### src/pkg/asr_pkg.sv
// Shared constants and types for the static memory host controller
package asr_pkg;

    // Memory organisation
    localparam int INDEX_W = 13;
    localparam int DATA_W  = 9;

    // System clock period
    localparam int CLK_PERIOD_NS = 20;

    // Slowest speed grade figures, so any grade of part is served
    localparam int T_RC_NS  = 35;   // Read cycle time
    localparam int T_AA_NS  = 35;   // Index access time
    localparam int T_HZ_NS  = 20;   // Select removal to float
    localparam int T_OHZ_NS = 15;   // Output gate rise to float
    localparam int T_AW_NS  = 30;   // Index valid to end of write
    localparam int T_WP_NS  = 25;   // Write strobe width
    localparam int T_DW_NS  = 15;   // Data setup to end of write

    // Synchroniser depth on returning data pins
    localparam int SYNC_STAGES = 2;

    // Least times rounded up to whole cycles, never under one
    localparam int RD_ACC_CYC = (T_AA_NS + CLK_PERIOD_NS - 1) / CLK_PERIOD_NS;
    localparam int HZ_CYC_A   = (T_HZ_NS + CLK_PERIOD_NS - 1) / CLK_PERIOD_NS;
    localparam int HZ_CYC_B   = (T_OHZ_NS + CLK_PERIOD_NS - 1) / CLK_PERIOD_NS;
    localparam int FLOAT_CYC  = (HZ_CYC_A > HZ_CYC_B) ? HZ_CYC_A : HZ_CYC_B;
    localparam int WP_CYC     = (T_WP_NS + CLK_PERIOD_NS - 1) / CLK_PERIOD_NS;
    localparam int DW_CYC     = (T_DW_NS + CLK_PERIOD_NS - 1) / CLK_PERIOD_NS;
    localparam int AW_CYC     = (T_AW_NS + CLK_PERIOD_NS - 1) / CLK_PERIOD_NS;
    localparam int WPD_CYC    = (WP_CYC > DW_CYC) ? WP_CYC : DW_CYC;
    localparam int PULSE_CYC  = (WPD_CYC > AW_CYC - 1) ? WPD_CYC : AW_CYC - 1;
    localparam int RC_CYC     = (T_RC_NS + CLK_PERIOD_NS - 1) / CLK_PERIOD_NS;

    // Counter load values, one less than the number of cycles spent
    localparam logic [2:0] RD_WAIT_LD  = 3'(RD_ACC_CYC + SYNC_STAGES - 1);
    localparam logic [2:0] FLOAT_LD    = 3'(FLOAT_CYC - 1);
    localparam logic [2:0] WR_PULSE_LD = 3'(PULSE_CYC - 1);
    localparam logic [2:0] WAKE_LD     = 3'(RC_CYC - 1);
    localparam logic [2:0] CNT_ZERO    = 3'h0;

    // Reset values of pin drivers
    localparam logic [INDEX_W-1:0] INDEX_RST = 13'h0000;
    localparam logic [DATA_W-1:0]  DATA_RST  = 9'h000;

    // Controller states
    typedef enum logic [3:0] {
        ST_IDLE,
        ST_RD_WAIT,
        ST_RD_FLOAT,
        ST_WR_SETUP,
        ST_WR_PULSE,
        ST_WR_HOLD,
        ST_SLEEP,
        ST_WAKE
    } asr_state_t;

endpackage

### src/logic/asr_sync.sv
// Two-stage synchroniser for a bus of asynchronous pin inputs
`timescale 1ns/1ps
`default_nettype none
module asr_sync #(
    parameter int WIDTH = 1
) (
    input  wire logic             clk_sys,
    input  wire logic             rst_b,
    input  wire logic [WIDTH-1:0] async_in,
    output logic      [WIDTH-1:0] sync_out
);

    // First stage feeds only the second stage
    logic [WIDTH-1:0] meta_reg;

    // Two flops per bit; metastability settles in the first
    always_ff @(posedge clk_sys or negedge rst_b) begin
        if (!rst_b) begin
            meta_reg <= '0;
            sync_out <= '0;
        end else begin
            meta_reg <= async_in;
            sync_out <= meta_reg;
        end
    end

endmodule
`default_nettype wire

### src/logic/asr_host_ctrl.sv
// Host controller driving an asynchronous 8K by 9 static memory
`timescale 1ns/1ps
`default_nettype none

// Behaviour
// - Space cycles by at least cycle time
// - Index and selects lead write end
// - Write data setup before end, hold after
// - Index stable around write, zero setup/recovery
// - Never fight memory driving the data pins
// - Deselect before retention, wait after recovery
module asr_host_ctrl
    import asr_pkg::*;
(
    input  wire logic               clk_sys,
    input  wire logic               rst_b,
    input  wire logic               req_valid,
    output logic                    req_ready,
    input  wire logic               req_write,
    input  wire logic [INDEX_W-1:0] req_index,
    input  wire logic [DATA_W-1:0]  req_wdata,
    output logic                    rsp_valid,
    output logic      [DATA_W-1:0]  rsp_rdata,
    input  wire logic               sleep_req,
    output logic                    sleep_ack,
    output logic      [INDEX_W-1:0] word_index,
    output logic                    select_low_n,
    output logic                    select_high,
    output logic                    output_gate_n,
    output logic                    write_strobe_n,
    input  wire logic [DATA_W-1:0]  data_in,
    output logic      [DATA_W-1:0]  data_out,
    output logic                    data_oe
);

    // Sequencer state and its wait counter
    asr_state_t         state_reg;
    asr_state_t         state_next;
    logic [2:0]         cnt_reg;
    logic [2:0]         cnt_next;

    // Pin driver registers
    logic [INDEX_W-1:0] index_reg;
    logic [INDEX_W-1:0] index_next;
    logic [DATA_W-1:0]  wdata_reg;
    logic [DATA_W-1:0]  wdata_next;
    logic               sel_reg;       // Both selects active when set
    logic               sel_next;
    logic               gate_reg;      // Output gate active when set
    logic               gate_next;
    logic               strobe_reg;    // Write strobe active when set
    logic               strobe_next;
    logic               doe_reg;       // Host drives data pins when set
    logic               doe_next;

    // Answer registers
    logic [DATA_W-1:0]  rdata_reg;
    logic [DATA_W-1:0]  rdata_next;
    logic               rsp_reg;
    logic               rsp_next;
    logic               ack_reg;
    logic               ack_next;

    // Data pins after the synchroniser
    logic [DATA_W-1:0]  data_sync;

    // Decoded conditions
    wire                idle_w     = (state_reg == ST_IDLE);
    wire                cnt_done_w = (cnt_reg == CNT_ZERO);
    wire                take_w     = idle_w && req_valid && !sleep_req;
    wire                take_rd_w  = take_w && !req_write;
    wire                take_wr_w  = take_w && req_write;
    wire                enter_slp  = idle_w && sleep_req;

    // Pins arrive from outside the clock domain
    asr_sync #(
        .WIDTH    (DATA_W)
    ) u_data_sync (
        .clk_sys  (clk_sys),
        .rst_b    (rst_b),
        .async_in (data_in),
        .sync_out (data_sync)
    );

    // Ready only while idle; sleep holds requests off
    assign req_ready = idle_w && !sleep_req;

    // Next-state and pin sequencing
    always_comb begin
        state_next  = state_reg;
        cnt_next    = cnt_reg;
        index_next  = index_reg;
        wdata_next  = wdata_reg;
        sel_next    = sel_reg;
        gate_next   = gate_reg;
        strobe_next = strobe_reg;
        doe_next    = doe_reg;
        rdata_next  = rdata_reg;
        rsp_next    = 1'b0;
        ack_next    = ack_reg;
        case (state_reg)
            ST_IDLE: begin
                // Parked: deselected, strobes high, bus released
                if (take_rd_w) begin
                    // Index, selects and gate together; host stays off bus
                    index_next = req_index;
                    sel_next   = 1'b1;
                    gate_next  = 1'b1;
                    doe_next   = 1'b0;
                    cnt_next   = RD_WAIT_LD;
                    state_next = ST_RD_WAIT;
                end else if (take_wr_w) begin
                    // Gate kept high so the memory never drives back
                    index_next = req_index;
                    wdata_next = req_wdata;
                    sel_next   = 1'b1;
                    gate_next  = 1'b0;
                    doe_next   = 1'b1;
                    state_next = ST_WR_SETUP;
                end else if (enter_slp) begin
                    // Already deselected, so retention may start now
                    ack_next   = 1'b1;
                    state_next = ST_SLEEP;
                end
            end
            ST_RD_WAIT: begin
                // Access time plus synchroniser latency before sampling
                if (cnt_done_w) begin
                    rdata_next = data_sync;
                    rsp_next   = 1'b1;
                    sel_next   = 1'b0;
                    gate_next  = 1'b0;
                    cnt_next   = FLOAT_LD;
                    state_next = ST_RD_FLOAT;
                end else begin
                    cnt_next = cnt_reg - 3'h1;
                end
            end
            ST_RD_FLOAT: begin
                // Let the memory float before anyone drives the bus
                if (cnt_done_w) begin
                    state_next = ST_IDLE;
                end else begin
                    cnt_next = cnt_reg - 3'h1;
                end
            end
            ST_WR_SETUP: begin
                // One cycle of index and data setup ahead of the strobe
                strobe_next = 1'b1;
                cnt_next    = WR_PULSE_LD;
                state_next  = ST_WR_PULSE;
            end
            ST_WR_PULSE: begin
                // Strobe width and data setup both counted here
                if (cnt_done_w) begin
                    strobe_next = 1'b0;
                    state_next  = ST_WR_HOLD;
                end else begin
                    cnt_next = cnt_reg - 3'h1;
                end
            end
            ST_WR_HOLD: begin
                // Index and data held a cycle past the strobe rise
                sel_next   = 1'b0;
                doe_next   = 1'b0;
                state_next = ST_IDLE;
            end
            ST_SLEEP: begin
                // Stay deselected until the supply is back
                if (!sleep_req) begin
                    ack_next   = 1'b0;
                    cnt_next   = WAKE_LD;
                    state_next = ST_WAKE;
                end
            end
            ST_WAKE: begin
                // Recovery of one read cycle before next access
                if (cnt_done_w) begin
                    state_next = ST_IDLE;
                end else begin
                    cnt_next = cnt_reg - 3'h1;
                end
            end
            default: begin
                // Unknown state: park safely
                sel_next    = 1'b0;
                gate_next   = 1'b0;
                strobe_next = 1'b0;
                doe_next    = 1'b0;
                ack_next    = 1'b0;
                state_next  = ST_IDLE;
            end
        endcase
    end

    // Sequencer registers
    always_ff @(posedge clk_sys or negedge rst_b) begin
        if (!rst_b) begin
            state_reg <= ST_IDLE;
            cnt_reg   <= CNT_ZERO;
        end else begin
            state_reg <= state_next;
            cnt_reg   <= cnt_next;
        end
    end

    // Pin driver registers; reset leaves the memory deselected
    always_ff @(posedge clk_sys or negedge rst_b) begin
        if (!rst_b) begin
            index_reg  <= INDEX_RST;
            wdata_reg  <= DATA_RST;
            sel_reg    <= 1'b0;
            gate_reg   <= 1'b0;
            strobe_reg <= 1'b0;
            doe_reg    <= 1'b0;
        end else begin
            index_reg  <= index_next;
            wdata_reg  <= wdata_next;
            sel_reg    <= sel_next;
            gate_reg   <= gate_next;
            strobe_reg <= strobe_next;
            doe_reg    <= doe_next;
        end
    end

    // Answer registers
    always_ff @(posedge clk_sys or negedge rst_b) begin
        if (!rst_b) begin
            rdata_reg <= DATA_RST;
            rsp_reg   <= 1'b0;
            ack_reg   <= 1'b0;
        end else begin
            rdata_reg <= rdata_next;
            rsp_reg   <= rsp_next;
            ack_reg   <= ack_next;
        end
    end

    // Pins in their electrical sense; both selects move as one
    assign word_index     = index_reg;
    assign select_low_n   = !sel_reg;
    assign select_high    = sel_reg;
    assign output_gate_n  = !gate_reg;
    assign write_strobe_n = !strobe_reg;
    assign data_out       = wdata_reg;
    assign data_oe        = doe_reg;
    assign rsp_valid      = rsp_reg;
    assign rsp_rdata      = rdata_reg;
    assign sleep_ack      = ack_reg;

endmodule
`default_nettype wire

### config.mk
export PLATFORM = sky130hd
export DESIGN_NAME = asr_host_ctrl
export DESIGN_NICKNAME = d
export VERILOG_FILES = /design/src/pkg/asr_pkg.sv /design/src/logic/asr_sync.sv /design/src/logic/asr_host_ctrl.sv
export SDC_FILE = /design/constraint.sdc
export NUM_CORES = 1
export LEC_CHECK = 0
export BUFFER_PORTS_ARGS = -buffer_cell sky130_fd_sc_hd__buf_4
export CELL_PAD_IN_SITES_DETAIL_PLACEMENT = 1
export CELL_PAD_IN_SITES_GLOBAL_PLACEMENT = 1
export CORE_AREA = 2 2 115 61
export CTS_CLUSTER_SIZE = 28
export DETAILED_ROUTE_END_ITERATION = 10
export DIE_AREA = 0 0 117 63
export PLACE_DENSITY = 0.87
export SYNTH_ARGS = -nofsm -noshare
export SYNTH_HDL_FRONTEND = slang
export SYNTH_SLANG_ARGS = --single-unit
### constraint.sdc
create_clock -name clk_sys -period 2.5 [get_ports clk_sys]
set_input_delay 0.125 -clock clk_sys [delete_from_list [all_inputs] [get_ports clk_sys]]
set_output_delay 0.125 -clock clk_sys [all_outputs]
set_load 0.01 [all_outputs]
==> flow_metrics.py, run 1 <==
metrics = {
    "outcome": {
        "status": "finished clean",
    },
    "synthesis": {
        "synth_nets": 224,
        "synth.avg_cell_area_um2": 13.5,
        "synth_cells": 185,
        "synth_edf_count": 0,
        "yosys_register_bits": 61,
        "ys_seq_area_share_pct": 60.9,
        "ys.flop_type": "dfrtp_1",
        "synth_area_mm2": 0.00251,
        "synth_warnings": 0,
        "synth-async-reset-ratio_pct": 100,
        "synth_cell_types": 42,
    },
    "power": {
        "leakage_nw": 1.65,
        "power.total_mw": 4.37,
        "peakVddDrop_v": 0.000667,
        "p_per_area_mw_per_mm2": 1250,
    },
    "sta": {
        "slew_viol_final": 0,
        "worst_slack_ns": 0.403,
        "setup-violations-final": 0,
        "slew_headroom_pct": 50.2,
        "period_minus_slack_ns": 2.10,
        "clock_skew_ns": 0.00488,
        "tns_ns": 0,
        "hold_viol_final": 0,
        "worst-slew-pin-transition_ns": 0.747,
        "period_share_pct": 83.9,
        "rsz0062_at_grt": "false",
        "fmax_mhz": 477,
    },
    "critical_path": {
        "cp_num_buf_inv": 0,
        "cp_slowest_cell": "dfrtp_1",
        "critPathKind": "register to register",
        "r2r-end": "data_out[0]",
        "crit_path_max_incr_delay_ns": 0.58,
        "cp_cell_sequence": "nor3_2, and3_1, mux2_2",
        "endpoint_kind": "register",
        "crit_arrival_ns": 2.30,
        "crit_fanout": 15,
        "r2r_cells": 3,
        "reg2reg_from": "state_reg[0]",
        "start_kind": "register",
        "crit_required_ns": 2.70,
        "crit_family": "simple AND/OR/NAND/NOR gates",
        "r2r_slack_ns": 0.40,
    },
    "global_routing": {
        "antenna_found_initial": 0,
        "grt_pass1_wl_mm": 10.9,
        "grt_use_total_pct": 20.5,
        "grt.overflow.total": 0,
        "grt_pass1_vias": 2025,
        "grt_max_degree": 62,
    },
    "floorplan": {
        "fp-row-count": 21,
        "ioPinCount": 75,
        "initial_core_util_pct": 38.9,
        "core_mm2": 0.00644,
        "dieArea_mm2": 0.00737,
        "fp.dieH_um": 63,
        "die_width_um": 117,
    },
    "cts": {
        "clk_pin_slew_ns": 0.05,
        "clk_latency_ns": 0.33,
        "cts_root_buf": "clkbuf_16",
        "clock_sinks": 61,
        "cts_hold_buf": 10,
        "ctsHtreeMaxLevel": 3,
        "clock_path_buffers": 2,
        "cts_resized": 0,
        "postCtsSetupBuffers": 0,
        "cts_tree": "done",
        "cts_inserted_buffers": 9,
    },
    "final_layout": {
        "antennaDiodeCount": 0,
        "drive_above_1_share_pct": 48.0,
        "area_delta_synth_final_pct": 39.5,
        "largest_register_ffs": 13,
        "design_area_mm2": 0.00350,
        "post-route-util_pct": 54.3,
        "fin_nets": 311,
    },
    "routing": {
        "routed_wl_mm": 6.84,
        "drcViolationCount": 0,
        "drt_pass1_iterations": 4,
        "drt-initial-drc-count": 88,
        "antenna_left": 0,
        "wl_per_cell_um": 18.5,
        "routed_via_density": 4.91,
        "via_count": 1812,
    },
    "placed_design": {
        "dpl_cell_area_mm2": 0.00312,
        "gp_congestion": 0.838,
        "dpl.hpwl_mm": 4.34,
        "io_buffer_count": 74,
        "pre_cts_ws_ns": 0.479,
    },
    "hold_path": {
        "min_to": "word_index[6]",
        "hp-class": "input pin to register",
        "worstHoldPathCells": 2,
        "hp-start": "req_index[6]",
    },
    "job": {
        "drv_cap": 0,
    },
}
-- cell usage after synthesis, types with 4 or more instances --
cell | n | area share, %
buf_2 | 5 | 1.0
nand2_1 | 7 | 1.0
mux2_2 | 31 | 14
a21oi_1 | 7 | 1.4
nor2_1 | 7 | 1.0
and3_1 | 4 | 1.0
inv_1 | 10 | 1.5
dfrtp_1 | 61 | 61
o21ai_0 | 5 | 1.0
-- per-layer routing --
| metal | track usage (%) | wire (um) | share of wire [%] |
|---|---|---|---|
| met1 | 24.7 | 2950 | 43 |
| met3 | 8.24 | 472 | 6.9 |
| met2 | 34.0 | 3330 | 49 |
| met4 | 5.44 | 85 | 1.2 |
| met5 | 0 | 0 | 0 |
-- cells in the final DEF (no fill, tap or decap), drive strengths merged, types with 2 or more instances in the layout --
cell	netlist	routed
a21oi	8	8
clkinv	0	6
dfrtp	61	61
and3	4	4
o21ai	5	5
ha	3	3
clkbuf	0	9
mux2	32	32
nand2b	2	2
nor2	8	8
dlygate4sd3	0	10
nand2	7	7
o22ai	3	3
nand3	3	3
buf	10	76
nor3	3	3
nor2b	3	3
or3	2	2
mux2i	3	3
inv	10	10
-- layout make-up --
class,count,area (um2)
Inverter,10,37.5
Fill cell,683,2940
Clock inverter,7,52.6
Clock buffer,9,225
Multi-Input combinational cell,104,868
Tap cell,92,115
Sequential cell,61,1530
Timing Repair Buffer,86,671
-- per-stage QoR --
step / instances / hold slack, ns
floorplan: 185 / -0.171
global placement: 343 / 0.234
detailed placement: 343 / 0.236
CTS: 369 / 0.0175
global route: 369 / 0.0182
finish: 369 / 0.0272
-- power by group --
part	internal, mW	leakage [nW]	switching, mW
clock	0.672	0.135	0.456
sequential	1.31	0.738	0.287
combinational	0.883	0.775	0.762
-- cells by family (layout without fill, tap and decap cells) --
logic type / Yosys count / in the layout / share of synthesized area (%)
DFF: 61 / 61 / 60.9
adders and majority gates: 3 / 3 / 1.50
muxes: 35 / 35 / 15.7
buffers and inverters: 20 / 112 / 4.44
xor gates and xnor gates: 1 / 1 / 0.350
AOI/OAI and AO/OA: 29 / 29 / 8.54
and+or+nand+nor: 36 / 36 / 8.54
-- worst max path at each step --
stage | slack [ns] | endpoint | depth (start not counted) | start
after floorplan | 0.69 | cnt_reg[1] | 6 | cnt_reg[0]
after global placement | 0.53 | data_out[2] | 3 | state_reg[0]
after detailed placement | 0.48 | data_out[7] | 3 | state_reg[2]
after CTS | 0.46 | data_out[7] | 3 | state_reg[0]
after global routing | 0.30 | data_out[8] | 3 | state_reg[2]
final | 0.40 | data_out[0] | 3 | state_reg[0]
(Power assumes the default switching activity.)
==> run 2, diff against run 1 <==
--- a/config.mk
+++ b/config.mk
@@ -8,11 +8,11 @@
 export BUFFER_PORTS_ARGS = -buffer_cell sky130_fd_sc_hd__buf_4
 export CELL_PAD_IN_SITES_DETAIL_PLACEMENT = 1
 export CELL_PAD_IN_SITES_GLOBAL_PLACEMENT = 1
-export CORE_AREA = 2 2 115 61
+export CORE_AREA = 2 2 121 64
 export CTS_CLUSTER_SIZE = 28
 export DETAILED_ROUTE_END_ITERATION = 10
-export DIE_AREA = 0 0 117 63
-export PLACE_DENSITY = 0.87
+export DIE_AREA = 0 0 123 66
+export PLACE_DENSITY = 0.83
 export SYNTH_ARGS = -nofsm -noshare
 export SYNTH_HDL_FRONTEND = slang
 export SYNTH_SLANG_ARGS = --single-unit
==> constraint.sdc (replaced) <==
create_clock -name clk_sys -period 1.8 [get_ports clk_sys]
set_input_delay 0.09 -clock clk_sys [delete_from_list [all_inputs] [get_ports clk_sys]]
set_output_delay 0.09 -clock clk_sys [all_outputs]
set_load 0.01 [all_outputs]
==> run 2 against run 1 <==
- the run now ends with negative setup slack left
- clock skew hardly changed
- via count is 12% higher
- sequential share of layout area is 6.0 points lower
- critical path depth is 3 higher
- clock power is 50% higher
- utilization is 2.7 points higher
- sequential cell count stayed put
- clock-buffer cell count is 5 higher
- register-to-register slack worse by 0.44 ns
- combinational power is 82% higher
==> flow_metrics.py, run 2 (synthesis results as in run 1) <==
metrics = {
    "critical_path": {
        "crit_fanout": 2,
        "start_kind": "register",
        "crit_path_max_incr_delay_ns": 0.40,
        "cp_slowest_cell": "dfrtp_1",
        "crit_required_ns": 2.01,
        "critPathKind": "register to register",
        "crit_arrival_ns": 2.05,
        "r2r_cells": 6,
        "endpoint_kind": "register",
        "cp_cell_sequence": "inv_2, ha_4, or3b_4, o32ai_4, a31o_4, mux2_4",
    },
    "routing": {
        "routed_via_density": 4.85,
        "routed_wl_mm": 7.58,
        "via_count": 2027,
        "drcViolationCount": 0,
        "wl_per_cell_um": 18.1,
        "drt-initial-drc-count": 101,
        "antenna_left": 0,
        "drt_pass1_iterations": 4,
    },
    "global_routing": {
        "grt_pass1_vias": 2179,
        "grt_pass1_wl_mm": 11.5,
        "grt.overflow.total": 0,
        "grt_use_total_pct": 19.8,
        "antenna_found_initial": 0,
        "grt_max_degree": 33,
    },
    "power": {
        "p_per_area_mw_per_mm2": 1680,
        "p_int_mw": 4.62,
        "clkPwrFrac_pct": 24.8,
        "peakVddDrop_v": 0.000910,
        "sequentialPowerShare_pct": 31.2,
        "p_comb_share_pct": 43.9,
        "leakage_nw": 1.90,
        "p_switching_mw": 2.19,
        "power.total_mw": 6.81,
        "sw_frac_of_total_pct": 32.1,
    },
    "placed_design": {
        "dpl.hpwl_mm": 4.91,
        "io_buffer_count": 74,
        "gp_congestion": 0.876,
        "pre_cts_ws_ns": -0.0567,
    },
    "cts": {
        "clk_pin_slew_ns": 0.05,
        "cts_tree": "done",
        "clk_latency_ns": 0.33,
        "ctsHtreeMaxLevel": 3,
        "cts_root_buf": "clkbuf_16",
        "clock_sinks": 61,
        "clock_path_buffers": 2,
        "cts_inserted_buffers": 9,
    },
    "floorplan": {
        "initial_core_util_pct": 35.3,
        "fp-row-count": 22,
        "dieArea_mm2": 0.00812,
        "fp.dieH_um": 66,
        "core_mm2": 0.00710,
        "ioPinCount": 75,
        "die_width_um": 123,
    },
    "sta": {
        "clock_skew_ns": 0.00497,
        "period_minus_slack_ns": 1.84,
        "setup-violations-final": 6,
        "holdWs_ns": 0.0137,
        "fmax_mhz": 544,
        "rsz0062_at_grt": "true",
        "worst-slew-pin-transition_ns": 0.453,
        "slew_viol_final": 0,
        "worst_slack_ns": -0.0371,
        "slew_headroom_pct": 69.7,
        "period_share_pct": 102,
        "hold_viol_final": 0,
    },
    "final_layout": {
        "fillers": 735,
        "area_delta_synth_final_pct": 61.7,
        "largest_register_ffs": 13,
        "final_common_cell": "buf_4",
        "final_cell_mix": "buf_4, dfrtp_1, dlygate4sd3_1, mux2_2, mux2_4",
        "fin_nets": 357,
        "post-route-util_pct": 57.0,
        "antennaDiodeCount": 0,
        "drive_above_1_share_pct": 50.0,
    },
    "outcome": {
        "status": "finished, violations left",
        "violations": "negative setup slack",
    },
    "hold_path": {
        "hp-class": "input pin to register",
        "worstHoldPathCells": 2,
    },
    "job": {
        "drv_cap": 0,
    },
}
-- run 2: cell types whose count changed in the layout (fill, tap and decap cells not counted), moves of 2 or more --
| cell | change |
|---|---|
| dlygate4sd3_1 | +20 |
| mux2_2 | -9 |
| buf_6 | +2 |
| inv_2 | +2 |
| clkbuf_8 | +2 |
| mux2_4 | +9 |
| inv_1 | -2 |
| clkinv_4 | -4 |
| clkbuf_1 | +3 |
| buf_4 | +20 |
| buf_12 | +4 |
| clkinv_2 | -2 |
-- run 2: power groups by stage --
stage	registers [mW]	logic (mW)	clock network (mW)
2_1_floorplan	2.22	1.28	0
3_3_place_gp	2.09	2.57	0
3_5_place_dp	2.12	2.67	0
4_1_cts	2.12	2.82	1.74
5_1_grt	2.18	3.23	1.80
6_report	2.13	2.99	1.69
-- run 2: metrics by stage --
step	TNS, ns	area (um2)	cells
finish	-0.0615	4050	418
global route	-0.784	4050	418
CTS	-0.103	3960	413
detailed placement	-0.462	3310	364
global placement	0	3310	364
floorplan	0	2520	185
-- run 2: worst paths after layout --
kind	startpoint	to	slack, ns
worst max-delay path	cnt_reg[1]	cnt_reg[1]	-0.04
worst min-delay path	req_wdata[8]	data_out[8]	0.01
worst max register to register	cnt_reg[1]	cnt_reg[1]	-0.04
worst min register to register	u_data_sync.meta_reg[7]	u_data_sync.sync_out[7]	0.34
max in group asynchronous	rst_b	gate_reg	1.05
min in group asynchronous	rst_b	word_index[0]	0.25
-- run 2: final cells by class --
class	count	area [um2]	share of cell area [%]
clock buffers	14	264	6.52
clock inverters	1	30.0	0.741
inverters	10	37.5	0.926
multi-input cells	104	950	23.4
flip-flops and latches	61	1530	37.7
well taps	96	120	2.96
repair buffers	132	1120	27.7
-- run 2: timing repair --
action / 4_1_cts / 5_1_grt
pin swaps: 1 / 3
gates resized for setup: 5 / 15
hold buffers: 30 / 0
setup endpoints to repair: 11 / 15
hold endpoints to repair: 60 / 0
buffers inserted: 4 / 5
-- run 2: critical path, delay by kind of cell (launching register included) --
family	cells	cell delay [ns]
buffers and inverters	1	0.09
muxes	1	0.29
AOI/OAI and AO/OA	2	0.40
and+or+nand+nor	1	0.40
adders and majority gates	1	0.14
DFF	1	0.40
-- run 2: layer usage --
layer | share of wire [%] | vias up | global-route usage (%) | routed length (um)
met3 | 7.8 | 8 | 9.14 | 594
met2 | 46 | 76 | 30.3 | 3510
met5 | 0 | - | 0 | 0
met1 | 45 | 1024 | 24.6 | 3380
met4 | 1.2 | 0 | 6.96 | 90
li1 | - | 919 | - | -
==> run 3, diff against run 2 <==
--- a/config.mk
+++ b/config.mk
@@ -8,11 +8,11 @@
 export BUFFER_PORTS_ARGS = -buffer_cell sky130_fd_sc_hd__buf_4
 export CELL_PAD_IN_SITES_DETAIL_PLACEMENT = 1
 export CELL_PAD_IN_SITES_GLOBAL_PLACEMENT = 1
-export CORE_AREA = 2 2 121 64
+export CORE_AREA = 2 2 115 61
 export CTS_CLUSTER_SIZE = 28
 export DETAILED_ROUTE_END_ITERATION = 10
-export DIE_AREA = 0 0 123 66
-export PLACE_DENSITY = 0.83
+export DIE_AREA = 0 0 117 63
+export PLACE_DENSITY = 0.87
 export SYNTH_ARGS = -nofsm -noshare
 export SYNTH_HDL_FRONTEND = slang
 export SYNTH_SLANG_ARGS = --single-unit
==> constraint.sdc (replaced) <==
create_clock -name clk_sys -period 1.9 [get_ports clk_sys]
set_input_delay 0.095 -clock clk_sys [delete_from_list [all_inputs] [get_ports clk_sys]]
set_output_delay 0.095 -clock clk_sys [all_outputs]
set_load 0.01 [all_outputs]
==> run 3 against run 2 <==
- the flow still finishes with violations (negative setup slack)
- sequential share of layout area increased by 1.3 points
- sequential cell count unchanged
- clock-buffer cell count decreased by 5
- critical endpoint is now rsp_rdata[7]
- critical path depth unchanged
- combinational power decreased by 8.7%
==> flow_metrics.py, run 3 (synthesis results as in run 1) <==
metrics = {
    "sta": {
        "setup-violations-final": 9,
        "holdWs_ns": 0.00709,
        "worst_slack_ns": -0.0397,
        "fmax_mhz": 516,
        "slew_headroom_pct": 48.9,
        "hold_viol_final": 0,
        "slew_viol_final": 0,
        "rsz0062_at_grt": "true",
        "clock_skew_ns": 0.0105,
        "period_minus_slack_ns": 1.94,
        "worst-slew-pin-transition_ns": 0.767,
        "period_share_pct": 102,
    },
    "power": {
        "sw_frac_of_total_pct": 35.0,
        "peakVddDrop_v": 0.000725,
        "p_comb_share_pct": 41.3,
        "p_switching_mw": 2.32,
        "clkPwrFrac_pct": 27.4,
        "power.total_mw": 6.61,
        "leakage_nw": 1.84,
        "p_per_area_mw_per_mm2": 1690,
        "sequentialPowerShare_pct": 31.3,
        "p_int_mw": 4.30,
    },
    "routing": {
        "wl_per_cell_um": 22.6,
        "drt_pass1_iterations": 4,
        "routed_wl_mm": 9.07,
        "drt-initial-drc-count": 154,
        "antenna_left": 0,
        "via_count": 2044,
        "routed_via_density": 5.08,
        "drcViolationCount": 0,
    },
    "global_routing": {
        "grt_pass1_vias": 2391,
        "grt.overflow.total": 0,
        "antenna_found_initial": 0,
        "grt_use_total_pct": 24.4,
        "grt_max_degree": 62,
        "grt_pass1_wl_mm": 12.9,
    },
    "critical_path": {
        "crit_arrival_ns": 2.16,
        "r2r_cells": 6,
        "critPathKind": "register to register",
        "endpoint_kind": "register",
        "start_kind": "register",
        "crit_required_ns": 2.12,
        "crit_fanout": 6,
    },
    "hold_path": {
        "worstHoldPathCells": 2,
        "hp-class": "input pin to register",
    },
    "placed_design": {
        "dpl_cell_area_mm2": 0.00321,
        "io_buffer_count": 74,
        "gp_congestion": 0.885,
        "pre_cts_ws_ns": -0.00561,
        "dpl.hpwl_mm": 4.79,
    },
    "floorplan": {
        "ioPinCount": 75,
        "initial_core_util_pct": 38.9,
        "core_mm2": 0.00644,
        "fp-row-count": 21,
        "dieArea_mm2": 0.00737,
        "fp.dieH_um": 63,
        "die_width_um": 117,
    },
    "final_layout": {
        "area_delta_synth_final_pct": 56.4,
        "antennaDiodeCount": 0,
        "final_common_cell": "buf_4",
        "design_area_mm2": 0.00392,
        "post-route-util_pct": 60.9,
        "largest_register_ffs": 13,
        "drive_above_1_share_pct": 49.0,
        "fin_nets": 344,
        "final_cell_mix": "buf_4, dfrtp_1, dlygate4sd3_1, mux2_2, mux2_4",
    },
    "cts": {
        "cts_root_buf": "clkbuf_16",
        "clock_sinks": 61,
        "clk_pin_slew_ns": 0.06,
        "cts_inserted_buffers": 9,
        "clock_path_buffers": 2,
        "clk_latency_ns": 0.33,
        "cts_tree": "done",
        "ctsHtreeMaxLevel": 3,
    },
    "outcome": {
        "violations": "negative setup slack",
        "status": "finished, violations left",
    },
    "job": {
        "drv_cap": 0,
    },
}
[run 3: cell type report]
type / instances / area [um2]
fill: 647 / 2520
sequential: 61 / 1530
timing repair buffer: 119 / 983
multi-input combinational: 104 / 933
clock buffer: 9 / 225
tap: 92 / 115
clock inverter: 7 / 97.6
inverter: 10 / 37.5
[run 3: through the flow]
step | TNS, ns | cells
after global placement | 0 | 353
after global routing | -0.301 | 402
after floorplan | 0 | 185
after CTS | -0.128 | 400
after detailed placement | -0.00561 | 353
final | -0.185 | 402
[run 3: critical path: stages (launching register included)]
cell	delay (ns)
dfrtp_1	0.40
inv_2	0.10
ha_4	0.15
or3b_4	0.42
nor3_4	0.23
buf_6	0.20
mux2_4	0.32
[run 3: path summary, 6_finish.rpt]
path                                         start                      end  slack, ns
max                                     cnt_reg[1]             rsp_rdata[7]      -0.04
min                                   req_index[0]            word_index[0]      0.007
max reg2reg                             cnt_reg[1]             rsp_rdata[7]      -0.04
min reg2reg                u_data_sync.meta_reg[1]  u_data_sync.sync_out[1]       0.35
max in group asynchronous                    rst_b             state_reg[1]       1.01
min in group asynchronous                    rst_b                rsp_valid       0.38
[run 3: what timing repair did]
| action | 4_1_cts | 5_1_grt |
|---|---|---|
| resized for setup | 10 | 10 |
| gates cloned | 1 | 0 |
| endpoints found under the setup margin | 11 | 20 |
| hold endpoints to repair | 88 | 0 |
| pin swaps | 2 | 2 |
| buffers inserted | 2 | 2 |
| hold buffers | 28 | 0 |
[run 3: power by group through the flow]
stage          clock, mW  combinational, mW  sequential (mW)
6_report            1.81               2.73             2.07
5_1_grt             1.88               2.91             2.12
4_1_cts             1.80               2.56             2.03
3_5_place_dp           0               2.39             2.03
3_3_place_gp           0               2.27             1.99
2_1_floorplan          0               1.20             2.10
[run 3: per-layer routing]
layer  vias up  share of wire (%)  GRT usage, %
li1        891                  -             -
met1      1037                 42          29.2
met2       101                 49          41.0
met3        15                7.4          7.37
met4         0                1.6          10.0
met5         -                  0             0
